`src/rtl/dft_pkg.sv`:
```
// Package of the dynamic fan threshold block: register indices, field layouts and reset values.
// It assumes a single 50 MHz clock and register indices that are turned into byte addresses by x4.
`default_nettype none
package dft_pkg;
  localparam int NCH = 3;
  // Register indices; the byte address is four times the index.
  localparam logic [9:0] IDX_TARGET_R1 = 10'h033;
  localparam logic [9:0] IDX_TARGET_LOC = 10'h034;
  localparam logic [9:0] IDX_TARGET_R2 = 10'h035;
  localparam logic [9:0] IDX_LOW_R1 = 10'h04E;
  localparam logic [9:0] IDX_HIGH_R1 = 10'h04F;
  localparam logic [9:0] IDX_LOW_LOC = 10'h050;
  localparam logic [9:0] IDX_HIGH_LOC = 10'h051;
  localparam logic [9:0] IDX_LOW_R2 = 10'h052;
  localparam logic [9:0] IDX_HIGH_R2 = 10'h053;
  localparam logic [9:0] IDX_CRIT_R1 = 10'h06A;
  localparam logic [9:0] IDX_CRIT_LOC = 10'h06B;
  localparam logic [9:0] IDX_CRIT_R2 = 10'h06C;
  localparam logic [9:0] IDX_CTRL = 10'h070;
  localparam logic [9:0] IDX_CYCLE = 10'h071;
  localparam logic [9:0] IDX_RANGE = 10'h072;
  localparam logic [9:0] IDX_STATUS = 10'h073;
  localparam logic [9:0] IDX_START_R1 = 10'h074;
  localparam logic [9:0] IDX_TEMP_R1 = 10'h078;
  // Reset values.
  localparam logic [7:0] RST_TARGET = 8'hA4;
  localparam logic [7:0] RST_LOW = 8'h01;
  localparam logic [7:0] RST_HIGH = 8'h7F;
  localparam logic [7:0] RST_CRIT = 8'hA4;
  localparam logic [7:0] RST_START = 8'h5A;
  localparam logic [1:0] RST_CTRL = 2'h0;
  localparam logic [8:0] RST_CYCLE = 9'h000;
  localparam logic [8:0] RST_RANGE = 9'h000;
  localparam logic [8:0] RST_STATUS = 9'h000;
  // Field positions.
  localparam int CTRL_DYN_EN = 0;
  localparam int CTRL_ALERT_EN = 1;
  localparam int FLD_W = 3;
  localparam int ST_LOW = 0;
  localparam int ST_HIGH = 3;
  localparam int ST_CRIT = 6;
  // Counts of monitoring cycles and temperatures, full duty value and bus response codes.
  localparam logic [10:0] SHORT_BASE = 11'h008;
  localparam logic [7:0] CRIT_HYST = 8'h04;
  localparam logic [7:0] DUTY_FULL = 8'hFF;
  localparam logic [1:0] RESP_OKAY = 2'h0;
  localparam logic [1:0] RESP_SLVERR = 2'h2;
endpackage
`default_nettype wire

```
`src/rtl/dft_chan.sv`:
```
// One temperature channel's fan start threshold and its adjustment loop.
// It assumes one monitor_tick pulse per finished monitoring cycle and a stable measured value.
`default_nettype none
module dft_chan
  import dft_pkg::*;
(
  // Clock and reset.
  input wire logic mclk,
  input wire logic rst_b,
  // Loop inputs.
  input wire logic tick,
  input wire logic dyn_en,
  input wire logic [2:0] cycle_code,
  input wire logic [7:0] temp,
  input wire logic [7:0] target,
  input wire logic [7:0] low_lim,
  input wire logic [7:0] high_lim,
  // Software access to the start temperature.
  input wire logic sw_we,
  input wire logic [7:0] sw_data,
  // Threshold out.
  output logic [7:0] start_q
);
  logic [10:0] cnt_q;
  logic [10:0] cnt_d;
  logic [7:0] prev_q;
  logic [7:0] start_d;
  wire [10:0] short_len = SHORT_BASE << cycle_code;
  wire [10:0] long_len = short_len << 1;
  wire long_hit = tick && (cnt_q >= long_len - 11'h001);
  wire short_hit = tick && ((cnt_q == short_len - 11'h001) || long_hit);
  wire above_op = temp > target;
  wire rising = temp > prev_q;
  // The long cycle steps down one degree, the short cycle one more while still climbing.
  wire [7:0] dec = {7'h00, long_hit && above_op} + {7'h00, short_hit && above_op && rising};
  // Raising stops at the high limit and at the target, so the fan still starts before the target.
  wire inc = long_hit && (temp < low_lim) && (start_q < high_lim) && (start_q < target);

  assign cnt_d = long_hit ? 11'h000 : (tick ? cnt_q + 11'h001 : cnt_q);

  always_comb begin
    start_d = start_q;
    if (sw_we) begin
      start_d = sw_data;
    end else if (dyn_en && inc) begin
      start_d = start_q + 8'h01;
    end else if (dyn_en && (dec != 8'h00)) begin
      start_d = (start_q > dec) ? start_q - dec : 8'h00;
    end
  end

  always_ff @(posedge mclk) begin
    if (!rst_b) begin
      cnt_q <= 11'h000;
      prev_q <= 8'h00;
      start_q <= RST_START;
    end else begin
      cnt_q <= cnt_d;
      prev_q <= short_hit ? temp : prev_q;
      start_q <= start_d;
    end
  end
endmodule
`default_nettype wire

```
`src/rtl/dft_top.sv`:
```
// Dynamic fan threshold control: AXI4-Lite register file, limit flags, critical override
// and per-channel fan duty. It assumes temperatures arrive as 8-bit degree values, one
// update per monitor_tick, in the same encoding as every target and limit register.
//
// Function
// - Dynamic mode moves each fan start temperature on top of the fan loop.
// - Three 8-bit target temperature registers, one degree per step.
// - Targets sit at indices 0x33, 0x34, 0x35 and reset to 0xA4.
// - Temperature below low limit sets a status flag and may raise alert.
// - Temperature above high limit sets a status flag and may raise alert.
// - A fan switches on at its channel's start temperature.
// - Above the critical limit all fans run at full duty.
// - A per-channel range setting sets duty slope above start temperature.
// - Below the low limit the start temperature is raised.
// - Above the target the start temperature is lowered.
// - Each zone runs its own loop toward its own target.
// - Short cycle every n monitoring cycles, long cycle every 2n.
// - Start temperature is never raised past the high limit.
//
// Chosen here: the AXI4-Lite register port.
`default_nettype none
module dft_top
  import dft_pkg::*;
(
  // Clock and reset.
  input wire logic mclk,
  input wire logic rst_b,
  // AXI4-Lite write address.
  input wire logic [11:0] s_axi_awaddr,
  input wire logic s_axi_awvalid,
  output logic s_axi_awready,
  // AXI4-Lite write data.
  input wire logic [31:0] s_axi_wdata,
  input wire logic [3:0] s_axi_wstrb,
  input wire logic s_axi_wvalid,
  output logic s_axi_wready,
  // AXI4-Lite write response.
  output logic [1:0] s_axi_bresp,
  output logic s_axi_bvalid,
  input wire logic s_axi_bready,
  // AXI4-Lite read address.
  input wire logic [11:0] s_axi_araddr,
  input wire logic s_axi_arvalid,
  output logic s_axi_arready,
  // AXI4-Lite read data.
  output logic [31:0] s_axi_rdata,
  output logic [1:0] s_axi_rresp,
  output logic s_axi_rvalid,
  input wire logic s_axi_rready,
  // Measured temperatures.
  input wire logic monitor_tick,
  input wire logic [7:0] temp_remote1,
  input wire logic [7:0] temp_local,
  input wire logic [7:0] temp_remote2,
  // Fan drive and alert.
  output logic [7:0] fan_duty_remote1,
  output logic [7:0] fan_duty_local,
  output logic [7:0] fan_duty_remote2,
  output logic [2:0] fan_on,
  output logic smbalert_b
);
  // Register state.
  logic [7:0] target_q [NCH];
  logic [7:0] low_q [NCH];
  logic [7:0] high_q [NCH];
  logic [7:0] crit_lim_q [NCH];
  logic [1:0] ctrl_q;
  logic [8:0] cycle_q;
  logic [8:0] range_q;
  logic [8:0] status_q;
  logic [8:0] status_d;
  logic [NCH-1:0] crit_q;
  logic [NCH-1:0] crit_d;
  logic [7:0] start_w [NCH];
  logic [7:0] temp_w [NCH];
  logic [7:0] duty_q [NCH];
  logic [7:0] duty_d [NCH];
  logic [NCH-1:0] on_q;
  logic alert_b_q;
  // Bus state.
  logic bvalid_q;
  logic [1:0] bresp_q;
  logic rvalid_q;
  logic [1:0] rresp_q;
  logic [31:0] rdata_q;
  logic [31:0] rd_word;
  logic rd_hit;

  // Merges the enabled byte lanes of a write into a register's current value.
  function automatic logic [31:0] merge(input logic [31:0] old, input logic [31:0] wd,
                                        input logic [3:0] strb);
    logic [31:0] res;
    res = old;
    for (int b = 0; b < 4; b++) begin
      if (strb[b]) begin
        res[8*b +: 8] = wd[8*b +: 8];
      end
    end
    return res;
  endfunction

  // Duty from temperature: off below start, slope set by range, full when critical.
  function automatic logic [7:0] duty_of(input logic [7:0] t, input logic [7:0] st,
                                         input logic [2:0] rng, input logic full);
    logic [15:0] ramp;
    ramp = 16'h0000;
    if (t >= st) begin
      ramp = {8'h00, t - st} << rng;
    end
    if (full) begin
      return DUTY_FULL;
    end
    return (ramp > {8'h00, DUTY_FULL}) ? DUTY_FULL : ramp[7:0];
  endfunction

  assign temp_w[0] = temp_remote1;
  assign temp_w[1] = temp_local;
  assign temp_w[2] = temp_remote2;

  // Write channel: both address and data are taken together, one write at a time.
  wire wr_go = s_axi_awvalid && s_axi_wvalid && !bvalid_q;
  wire [9:0] wr_idx = s_axi_awaddr[11:2];
  wire [9:0] rd_idx = s_axi_araddr[11:2];
  wire rd_go = s_axi_arvalid && !rvalid_q;
  assign s_axi_awready = wr_go;
  assign s_axi_wready = wr_go;
  assign s_axi_arready = !rvalid_q;
  assign s_axi_bvalid = bvalid_q;
  assign s_axi_bresp = bresp_q;
  assign s_axi_rvalid = rvalid_q;
  assign s_axi_rresp = rresp_q;
  assign s_axi_rdata = rdata_q;

  // Write decode.
  wire we_ctrl = wr_go && (wr_idx == IDX_CTRL);
  wire we_cycle = wr_go && (wr_idx == IDX_CYCLE);
  wire we_range = wr_go && (wr_idx == IDX_RANGE);
  wire we_status = wr_go && (wr_idx == IDX_STATUS);
  wire [31:0] wr_tgt = merge({24'h0, target_q[wr_idx[1:0] - 2'h3]}, s_axi_wdata, s_axi_wstrb);
  wire [31:0] wr_ctrl = merge({30'h0, ctrl_q}, s_axi_wdata, s_axi_wstrb);
  wire [31:0] wr_cycle = merge({23'h0, cycle_q}, s_axi_wdata, s_axi_wstrb);
  wire [31:0] wr_range = merge({23'h0, range_q}, s_axi_wdata, s_axi_wstrb);
  wire [31:0] wr_clr = merge(32'h0, s_axi_wdata, s_axi_wstrb);
  logic [NCH-1:0] we_tgt;
  logic [NCH-1:0] we_low;
  logic [NCH-1:0] we_high;
  logic [NCH-1:0] we_crit;
  logic [NCH-1:0] we_start;
  logic [NCH-1:0] set_low;
  logic [NCH-1:0] set_high;
  logic [NCH-1:0] wr_known;

  for (genvar c = 0; c < NCH; c++) begin : g_ch
    wire [9:0] cv = 10'(c);
    // Byte-lane merges of a write into this channel's registers.
    wire [31:0] wr_low = merge({24'h0, low_q[c]}, s_axi_wdata, s_axi_wstrb);
    wire [31:0] wr_high = merge({24'h0, high_q[c]}, s_axi_wdata, s_axi_wstrb);
    wire [31:0] wr_crit = merge({24'h0, crit_lim_q[c]}, s_axi_wdata, s_axi_wstrb);
    wire [31:0] wr_start = merge({24'h0, start_w[c]}, s_axi_wdata, s_axi_wstrb);
    assign we_tgt[c] = wr_go && (wr_idx == IDX_TARGET_R1 + cv);
    assign we_low[c] = wr_go && (wr_idx == IDX_LOW_R1 + (cv << 1));
    assign we_high[c] = wr_go && (wr_idx == IDX_HIGH_R1 + (cv << 1));
    assign we_crit[c] = wr_go && (wr_idx == IDX_CRIT_R1 + cv);
    assign we_start[c] = wr_go && (wr_idx == IDX_START_R1 + cv);
    assign wr_known[c] = we_tgt[c] | we_low[c] | we_high[c] | we_crit[c] | we_start[c];
    // Comparisons are direct because every value shares the measured encoding.
    assign set_low[c] = monitor_tick && (temp_w[c] < low_q[c]);
    assign set_high[c] = monitor_tick && (temp_w[c] > high_q[c]);
    // The critical state holds until the temperature falls more than a hysteresis below the limit.
    assign crit_d[c] = (temp_w[c] > crit_lim_q[c]) ||
                       (crit_q[c] && (temp_w[c] >= crit_lim_q[c] - CRIT_HYST));
    assign duty_d[c] = duty_of(temp_w[c], start_w[c], range_q[FLD_W*c +: FLD_W], |crit_q);

    // Each zone has its own loop, counter and target.
    dft_chan u_chan (
      .mclk(mclk),
      .rst_b(rst_b),
      .tick(monitor_tick),
      .dyn_en(ctrl_q[CTRL_DYN_EN]),
      .cycle_code(cycle_q[FLD_W*c +: FLD_W]),
      .temp(temp_w[c]),
      .target(target_q[c]),
      .low_lim(low_q[c]),
      .high_lim(high_q[c]),
      .sw_we(we_start[c]),
      .sw_data(wr_start[7:0]),
      .start_q(start_w[c])
    );

    always_ff @(posedge mclk) begin
      if (!rst_b) begin
        target_q[c] <= RST_TARGET;
        low_q[c] <= RST_LOW;
        high_q[c] <= RST_HIGH;
        crit_lim_q[c] <= RST_CRIT;
        crit_q[c] <= 1'b0;
        duty_q[c] <= 8'h00;
        on_q[c] <= 1'b0;
      end else begin
        target_q[c] <= we_tgt[c] ? wr_tgt[7:0] : target_q[c];
        low_q[c] <= we_low[c] ? wr_low[7:0] : low_q[c];
        high_q[c] <= we_high[c] ? wr_high[7:0] : high_q[c];
        crit_lim_q[c] <= we_crit[c] ? wr_crit[7:0] : crit_lim_q[c];
        crit_q[c] <= crit_d[c];
        duty_q[c] <= duty_d[c];
        on_q[c] <= (temp_w[c] >= start_w[c]) || (|crit_q);
      end
    end
  end

  wire wr_hit = (|wr_known) || we_ctrl || we_cycle || we_range || we_status;

  // A new event outweighs a clear arriving in the same cycle.
  assign status_d = (status_q & ~(we_status ? wr_clr[8:0] : 9'h000)) |
                    {crit_d & {NCH{monitor_tick}}, set_high, set_low};

  // Read decode.
  always_comb begin
    rd_word = 32'h0;
    rd_hit = 1'b1;
    unique case (rd_idx)
      IDX_TARGET_R1: rd_word = {24'h0, target_q[0]};
      IDX_TARGET_LOC: rd_word = {24'h0, target_q[1]};
      IDX_TARGET_R2: rd_word = {24'h0, target_q[2]};
      IDX_LOW_R1: rd_word = {24'h0, low_q[0]};
      IDX_HIGH_R1: rd_word = {24'h0, high_q[0]};
      IDX_LOW_LOC: rd_word = {24'h0, low_q[1]};
      IDX_HIGH_LOC: rd_word = {24'h0, high_q[1]};
      IDX_LOW_R2: rd_word = {24'h0, low_q[2]};
      IDX_HIGH_R2: rd_word = {24'h0, high_q[2]};
      IDX_CRIT_R1: rd_word = {24'h0, crit_lim_q[0]};
      IDX_CRIT_LOC: rd_word = {24'h0, crit_lim_q[1]};
      IDX_CRIT_R2: rd_word = {24'h0, crit_lim_q[2]};
      IDX_CTRL: rd_word = {30'h0, ctrl_q};
      IDX_CYCLE: rd_word = {23'h0, cycle_q};
      IDX_RANGE: rd_word = {23'h0, range_q};
      IDX_STATUS: rd_word = {23'h0, status_q};
      IDX_START_R1: rd_word = {24'h0, start_w[0]};
      IDX_START_R1 + 10'h001: rd_word = {24'h0, start_w[1]};
      IDX_START_R1 + 10'h002: rd_word = {24'h0, start_w[2]};
      IDX_TEMP_R1: rd_word = {24'h0, temp_w[0]};
      IDX_TEMP_R1 + 10'h001: rd_word = {24'h0, temp_w[1]};
      IDX_TEMP_R1 + 10'h002: rd_word = {24'h0, temp_w[2]};
      default: rd_hit = 1'b0;
    endcase
  end

  always_ff @(posedge mclk) begin
    if (!rst_b) begin
      ctrl_q <= RST_CTRL;
      cycle_q <= RST_CYCLE;
      range_q <= RST_RANGE;
      status_q <= RST_STATUS;
      alert_b_q <= 1'b1;
      bvalid_q <= 1'b0;
      bresp_q <= RESP_OKAY;
      rvalid_q <= 1'b0;
      rresp_q <= RESP_OKAY;
      rdata_q <= 32'h0;
    end else begin
      ctrl_q <= we_ctrl ? wr_ctrl[1:0] : ctrl_q;
      cycle_q <= we_cycle ? wr_cycle[8:0] : cycle_q;
      range_q <= we_range ? wr_range[8:0] : range_q;
      status_q <= status_d;
      // Alert follows the sticky flags, so it stays low until software clears them.
      alert_b_q <= !(ctrl_q[CTRL_ALERT_EN] && (|status_q));
      if (wr_go) begin
        bvalid_q <= 1'b1;
        bresp_q <= wr_hit ? RESP_OKAY : RESP_SLVERR;
      end else if (s_axi_bready) begin
        bvalid_q <= 1'b0;
      end
      if (rd_go) begin
        rvalid_q <= 1'b1;
        rresp_q <= rd_hit ? RESP_OKAY : RESP_SLVERR;
        rdata_q <= rd_word;
      end else if (s_axi_rready) begin
        rvalid_q <= 1'b0;
      end
    end
  end

  assign fan_duty_remote1 = duty_q[0];
  assign fan_duty_local = duty_q[1];
  assign fan_duty_remote2 = duty_q[2];
  assign fan_on = on_q;
  assign smbalert_b = alert_b_q;
endmodule
`default_nettype wire

```
`config.mk`:
```
export PLATFORM = sky130hd
export DESIGN_NAME = dft_top
export DESIGN_NICKNAME = d
export VERILOG_FILES = /design/src/rtl/dft_pkg.sv /design/src/rtl/dft_chan.sv /design/src/rtl/dft_top.sv
export SDC_FILE = /design/constraint.sdc
export NUM_CORES = 1
export LEC_CHECK = 0
export ABC_AREA = 1
export BUFFER_PORTS_ARGS = -buffer_cell sky130_fd_sc_hd__buf_2
export CAP_MARGIN = 25
export CORE_ASPECT_RATIO = 0.5
export CORE_MARGIN = 1
export CORE_UTILIZATION = 60
export CTS_CLUSTER_DIAMETER = 40
export DETAILED_ROUTE_END_ITERATION = 6
export PLACE_DENSITY = 0.77
export SLEW_MARGIN = 0
export SYNTH_ARGS = -nofsm -noshare
export SYNTH_HDL_FRONTEND = slang
export SYNTH_SLANG_ARGS = --single-unit
```
`constraint.sdc`:
```
create_clock -name mclk -period 12.99 [get_ports mclk]
set_input_delay 2.598 -clock mclk [delete_from_list [all_inputs] [get_ports mclk]]
set_output_delay 2.598 -clock mclk [all_outputs]
set_load 0.005 [all_outputs]
```
==> results.py <==
metrics = {
    "sta": {
        "relSlewSlack_pct": 35.7,
        "hold_violations": 0,
        "slew_violations": 0,
        "period_minus_slack_ns": 6.23,
        "period_share_pct": 48.0,
        "worstMarginPinSlew_ns": 0.956,
        "final-setup-viol-count": 0,
        "rsz0062_at_grt": "no",
        "fin_setup_tns_ns": 0,
        "clock_skew_ns": 0.0189,
        "fmax_ghz": 0.160,
    },
    "detailed_routing": {
        "drt-total-wl_um": 73100,
        "ant_nets": 0,
        "firstDrtPassIters": 7,
        "routed_wire_length_per_instance_um": 20.0,
        "vias": 22114,
        "avgViaCountPerCell": 6.04,
        "drc_errors": 0,
        "drtIter0Drc": 2831,
    },
    "floorplanning": {
        "die_w_um": 264,
        "ioPinCount": 161,
        "die-height_um": 133,
        "die_area_um2": 35000,
        "start_util_pct": 61.5,
        "rows": 47,
        "coreArea_um2": 33400,
    },
    "final_layout": {
        "drive_gt1_share_pct": 7.62,
        "fin_nets": 3536,
        "finalInstanceArea_um2": 22500,
        "post_layout_nonfiller_instances": 3659,
        "syn_to_final_growth_pct": 9.71,
        "seq_area_um2": 5000,
        "multi_input_area_um2": 13500,
        "n_fill_cell": 3055,
    },
    "global_routing": {
        "grt_pass1_vias": 19528,
        "grt_first_pass_wirelength_um": 111000,
        "grt.total_usage_pct": 41.2,
        "busiest_layer": "met2",
        "overflow": 0,
        "grt_max_degree": 83,
        "grt_antenna_before_repair": 3,
        "use_met1_pct": 56.5,
        "grtUsageMet2_pct": 57.7,
        "gr-usage-met3_pct": 14.3,
    },
    "setup_path": {
        "worstSetupPathType": "input port to register",
        "end_kind": "register",
        "arrival_ns": 6.65,
        "cp_data_required_time_ns": 13.41,
        "crit_path_start_kind": "input port",
        "critPathMaxFanout": 32,
    },
    "synth": {
        "netlist-cell-type-count": 52,
        "syn_area_um2": 20500,
        "synth.area.top_cells": "dfxtp_1, ha_1, nand2_1",
        "synth_ff_type": "dfxtp_1",
        "syn_inst": 3118,
        "netlist.area_leader.share_pct": 24.4,
        "yosysWarnings": 0,
        "synth-edff-count": 0,
        "ys_seq_elements": 250,
        "yosysMostFrequentCell": "nand2_1",
        "async_flop_share_pct": 0,
        "synth.top_cells.by_count": "nand2_1, inv_1, a21oi_1, nand3_1, nor2_1",
        "syn_area_per_cell_um2": 6.59,
        "yosysTopAreaCell": "dfxtp_1",
        "synth_seq_area_share_pct": 24.4,
    },
    "clocking": {
        "cts-root-buf": "clkbuf_16",
        "cts_hold_repair.buffers": 0,
        "cts_buffers": 35,
        "post_cts_resized": 0,
        "clock-sinks": 250,
        "clk_pin_slew_worst_paths_ns": 0.06,
        "cts_buffer_depth": 3,
        "cts_tree": "done",
        "h-tree-depth": 2,
        "cts_setup_buffers": 0,
        "clk_latency_ns": 0.55,
    },
    "pwr": {
        "power_w": 0.00211,
        "power.leakage_nw": 10.7,
        "p_per_area_nw_per_um2": 93.5,
        "ir_worst_vdd_mv": 0.0730,
    },
    "placement": {
        "dpl.cell_count": 3593,
        "port_buffers": 106,
        "placed_cell_area_um2": 21300,
        "routabilityCongestion": 1.08,
        "dpl.hpwl_um": 54400,
    },
    "run_status": {
        "outcome": "complete, no violations",
    },
    "min_path": {
        "hp-class": "register to register",
    },
    "job": {
        "maxCapViolCount": 0,
    },
}
==> registers in the layout, indices dropped and copies added, names as in the netlist <==
register	cells
crit_lim_q	24
crit_q	3
ctrl_q	2
cycle_q	9
duty_q	24
fan_on	3
g_ch.u_chan.cnt_q	33
g_ch.u_chan.prev_q	24
g_ch.u_chan.start_q	24
high_q	24
low_q	24
range_q	9
s_axi_bresp	1
s_axi_bvalid	1
s_axi_rdata	9
s_axi_rresp	1
s_axi_rvalid	1
smbalert_b	1
status_q	9
target_q	24
==> placed cells by master, fill, tap and decap left out, types with 8 or more instances in the layout <==
cell type	count
clkbuf_16	37
nand3_1	293
conb_1	25
o21ai_0	207
xor2_1	53
o211ai_1	24
inv_1	406
nand4_1	54
xnor2_1	12
buf_4	9
o221ai_1	28
a211oi_1	8
o22ai_1	31
buf_2	105
dfxtp_1	250
ha_1	249
o21ai_1	14
nor3_1	45
nor4_1	16
inv_2	14
nor2_2	11
nand2_1	621
a21oi_1	310
nand2_2	8
or2_2	8
nor2_1	270
==> worst max-delay path, stage by stage <==
cell     delay [ns]
buf_2          0.08
buf_4          0.46
nand2_1        0.18
nor2_1         0.19
o21ai_0        0.12
nor4_1         0.27
nand4_1        0.16
nand2_1        0.29
nand3_1        0.15
inv_1          0.08
ha_1           0.14
ha_1           0.14
inv_1          0.06
fa_1           0.37
inv_1          0.09
a21oi_1        0.04
nor4_1         0.73
nor2_1         0.16
nand2_1        0.11
nand3_1        0.08
nand3_1        0.08
nand2_1        0.07
==> metrics by stage <==
stage               util [%]  hold slack [ns]  setup slack (ns)
global placement        63.7            0.429              6.37
global route            67.5            0.461              6.43
detailed placement      63.7            0.433              6.31
floorplan                  -            0.381              7.37
finish                  67.5            0.449              6.76
CTS                     67.5            0.444              6.85
==> power breakdown <==
| part | internal, W | switching (W) | leakage (nW) |
|---|---|---|---|
| Sequential | 0.000781 | 0.00000705 | 2.03 |
| Combinational | 0.0000778 | 0.000178 | 8.07 |
| Clock | 0.000642 | 0.000421 | 0.617 |
==> cell families (layout without fill, tap and decap cells) <==
family / Yosys count / in the layout / share of synthesized area, %
AO/OA/AOI/OAI: 655 / 655 / 17.6
other: 1 / 28 / 0.0182
XOR/XNOR: 66 / 66 / 2.85
buffers and inverters: 529 / 602 / 10.3
AND/OR/NAND/NOR: 1362 / 1362 / 29.1
flip-flops: 250 / 250 / 24.4
adder cells (fa/ha/maj): 255 / 255 / 15.7
==> routing by layer <==
metal  up-vias  part of all wire, %
li1      10614                    -
met4         2                  4.8
met2      1245                   38
met5         -                0.018
met3       240                   15
met1     10013                   42
==> path summary, 6_finish.rpt <==
check | slack [ns] | startpoint | cells past startpoint | endpoint
max | 6.76 | monitor_tick | 22 | g_ch[0].u_chan.start_q[3]$_SDFFE_PN1P_
min | 0.45 | ctrl_q[1]$_SDFFE_PN0P_ | 1 | smbalert_b$_SDFF_PN1_
max reg2reg | 7.76 | cycle_q[5]$_SDFFE_PN0P_ | 27 | g_ch[1].u_chan.start_q[7]$_SDFFE_PN0P_
min reg2reg | 0.45 | ctrl_q[1]$_SDFFE_PN0P_ | 1 | smbalert_b$_SDFF_PN1_
==> area by class of cell <==
| type | instances | share of cell area (%) |
|---|---|---|
| antenna | 3 | 0.0333 |
| clock buffer | 40 | 4.25 |
| clock inverter | 23 | 1.34 |
| inverter | 425 | 7.08 |
| multi-input combinational | 2363 | 60.0 |
| sequential | 250 | 22.2 |
| tap | 441 | 2.45 |
| timing repair buffer | 114 | 2.63 |
No activity file was read; power rests on OpenSTA's default activity.
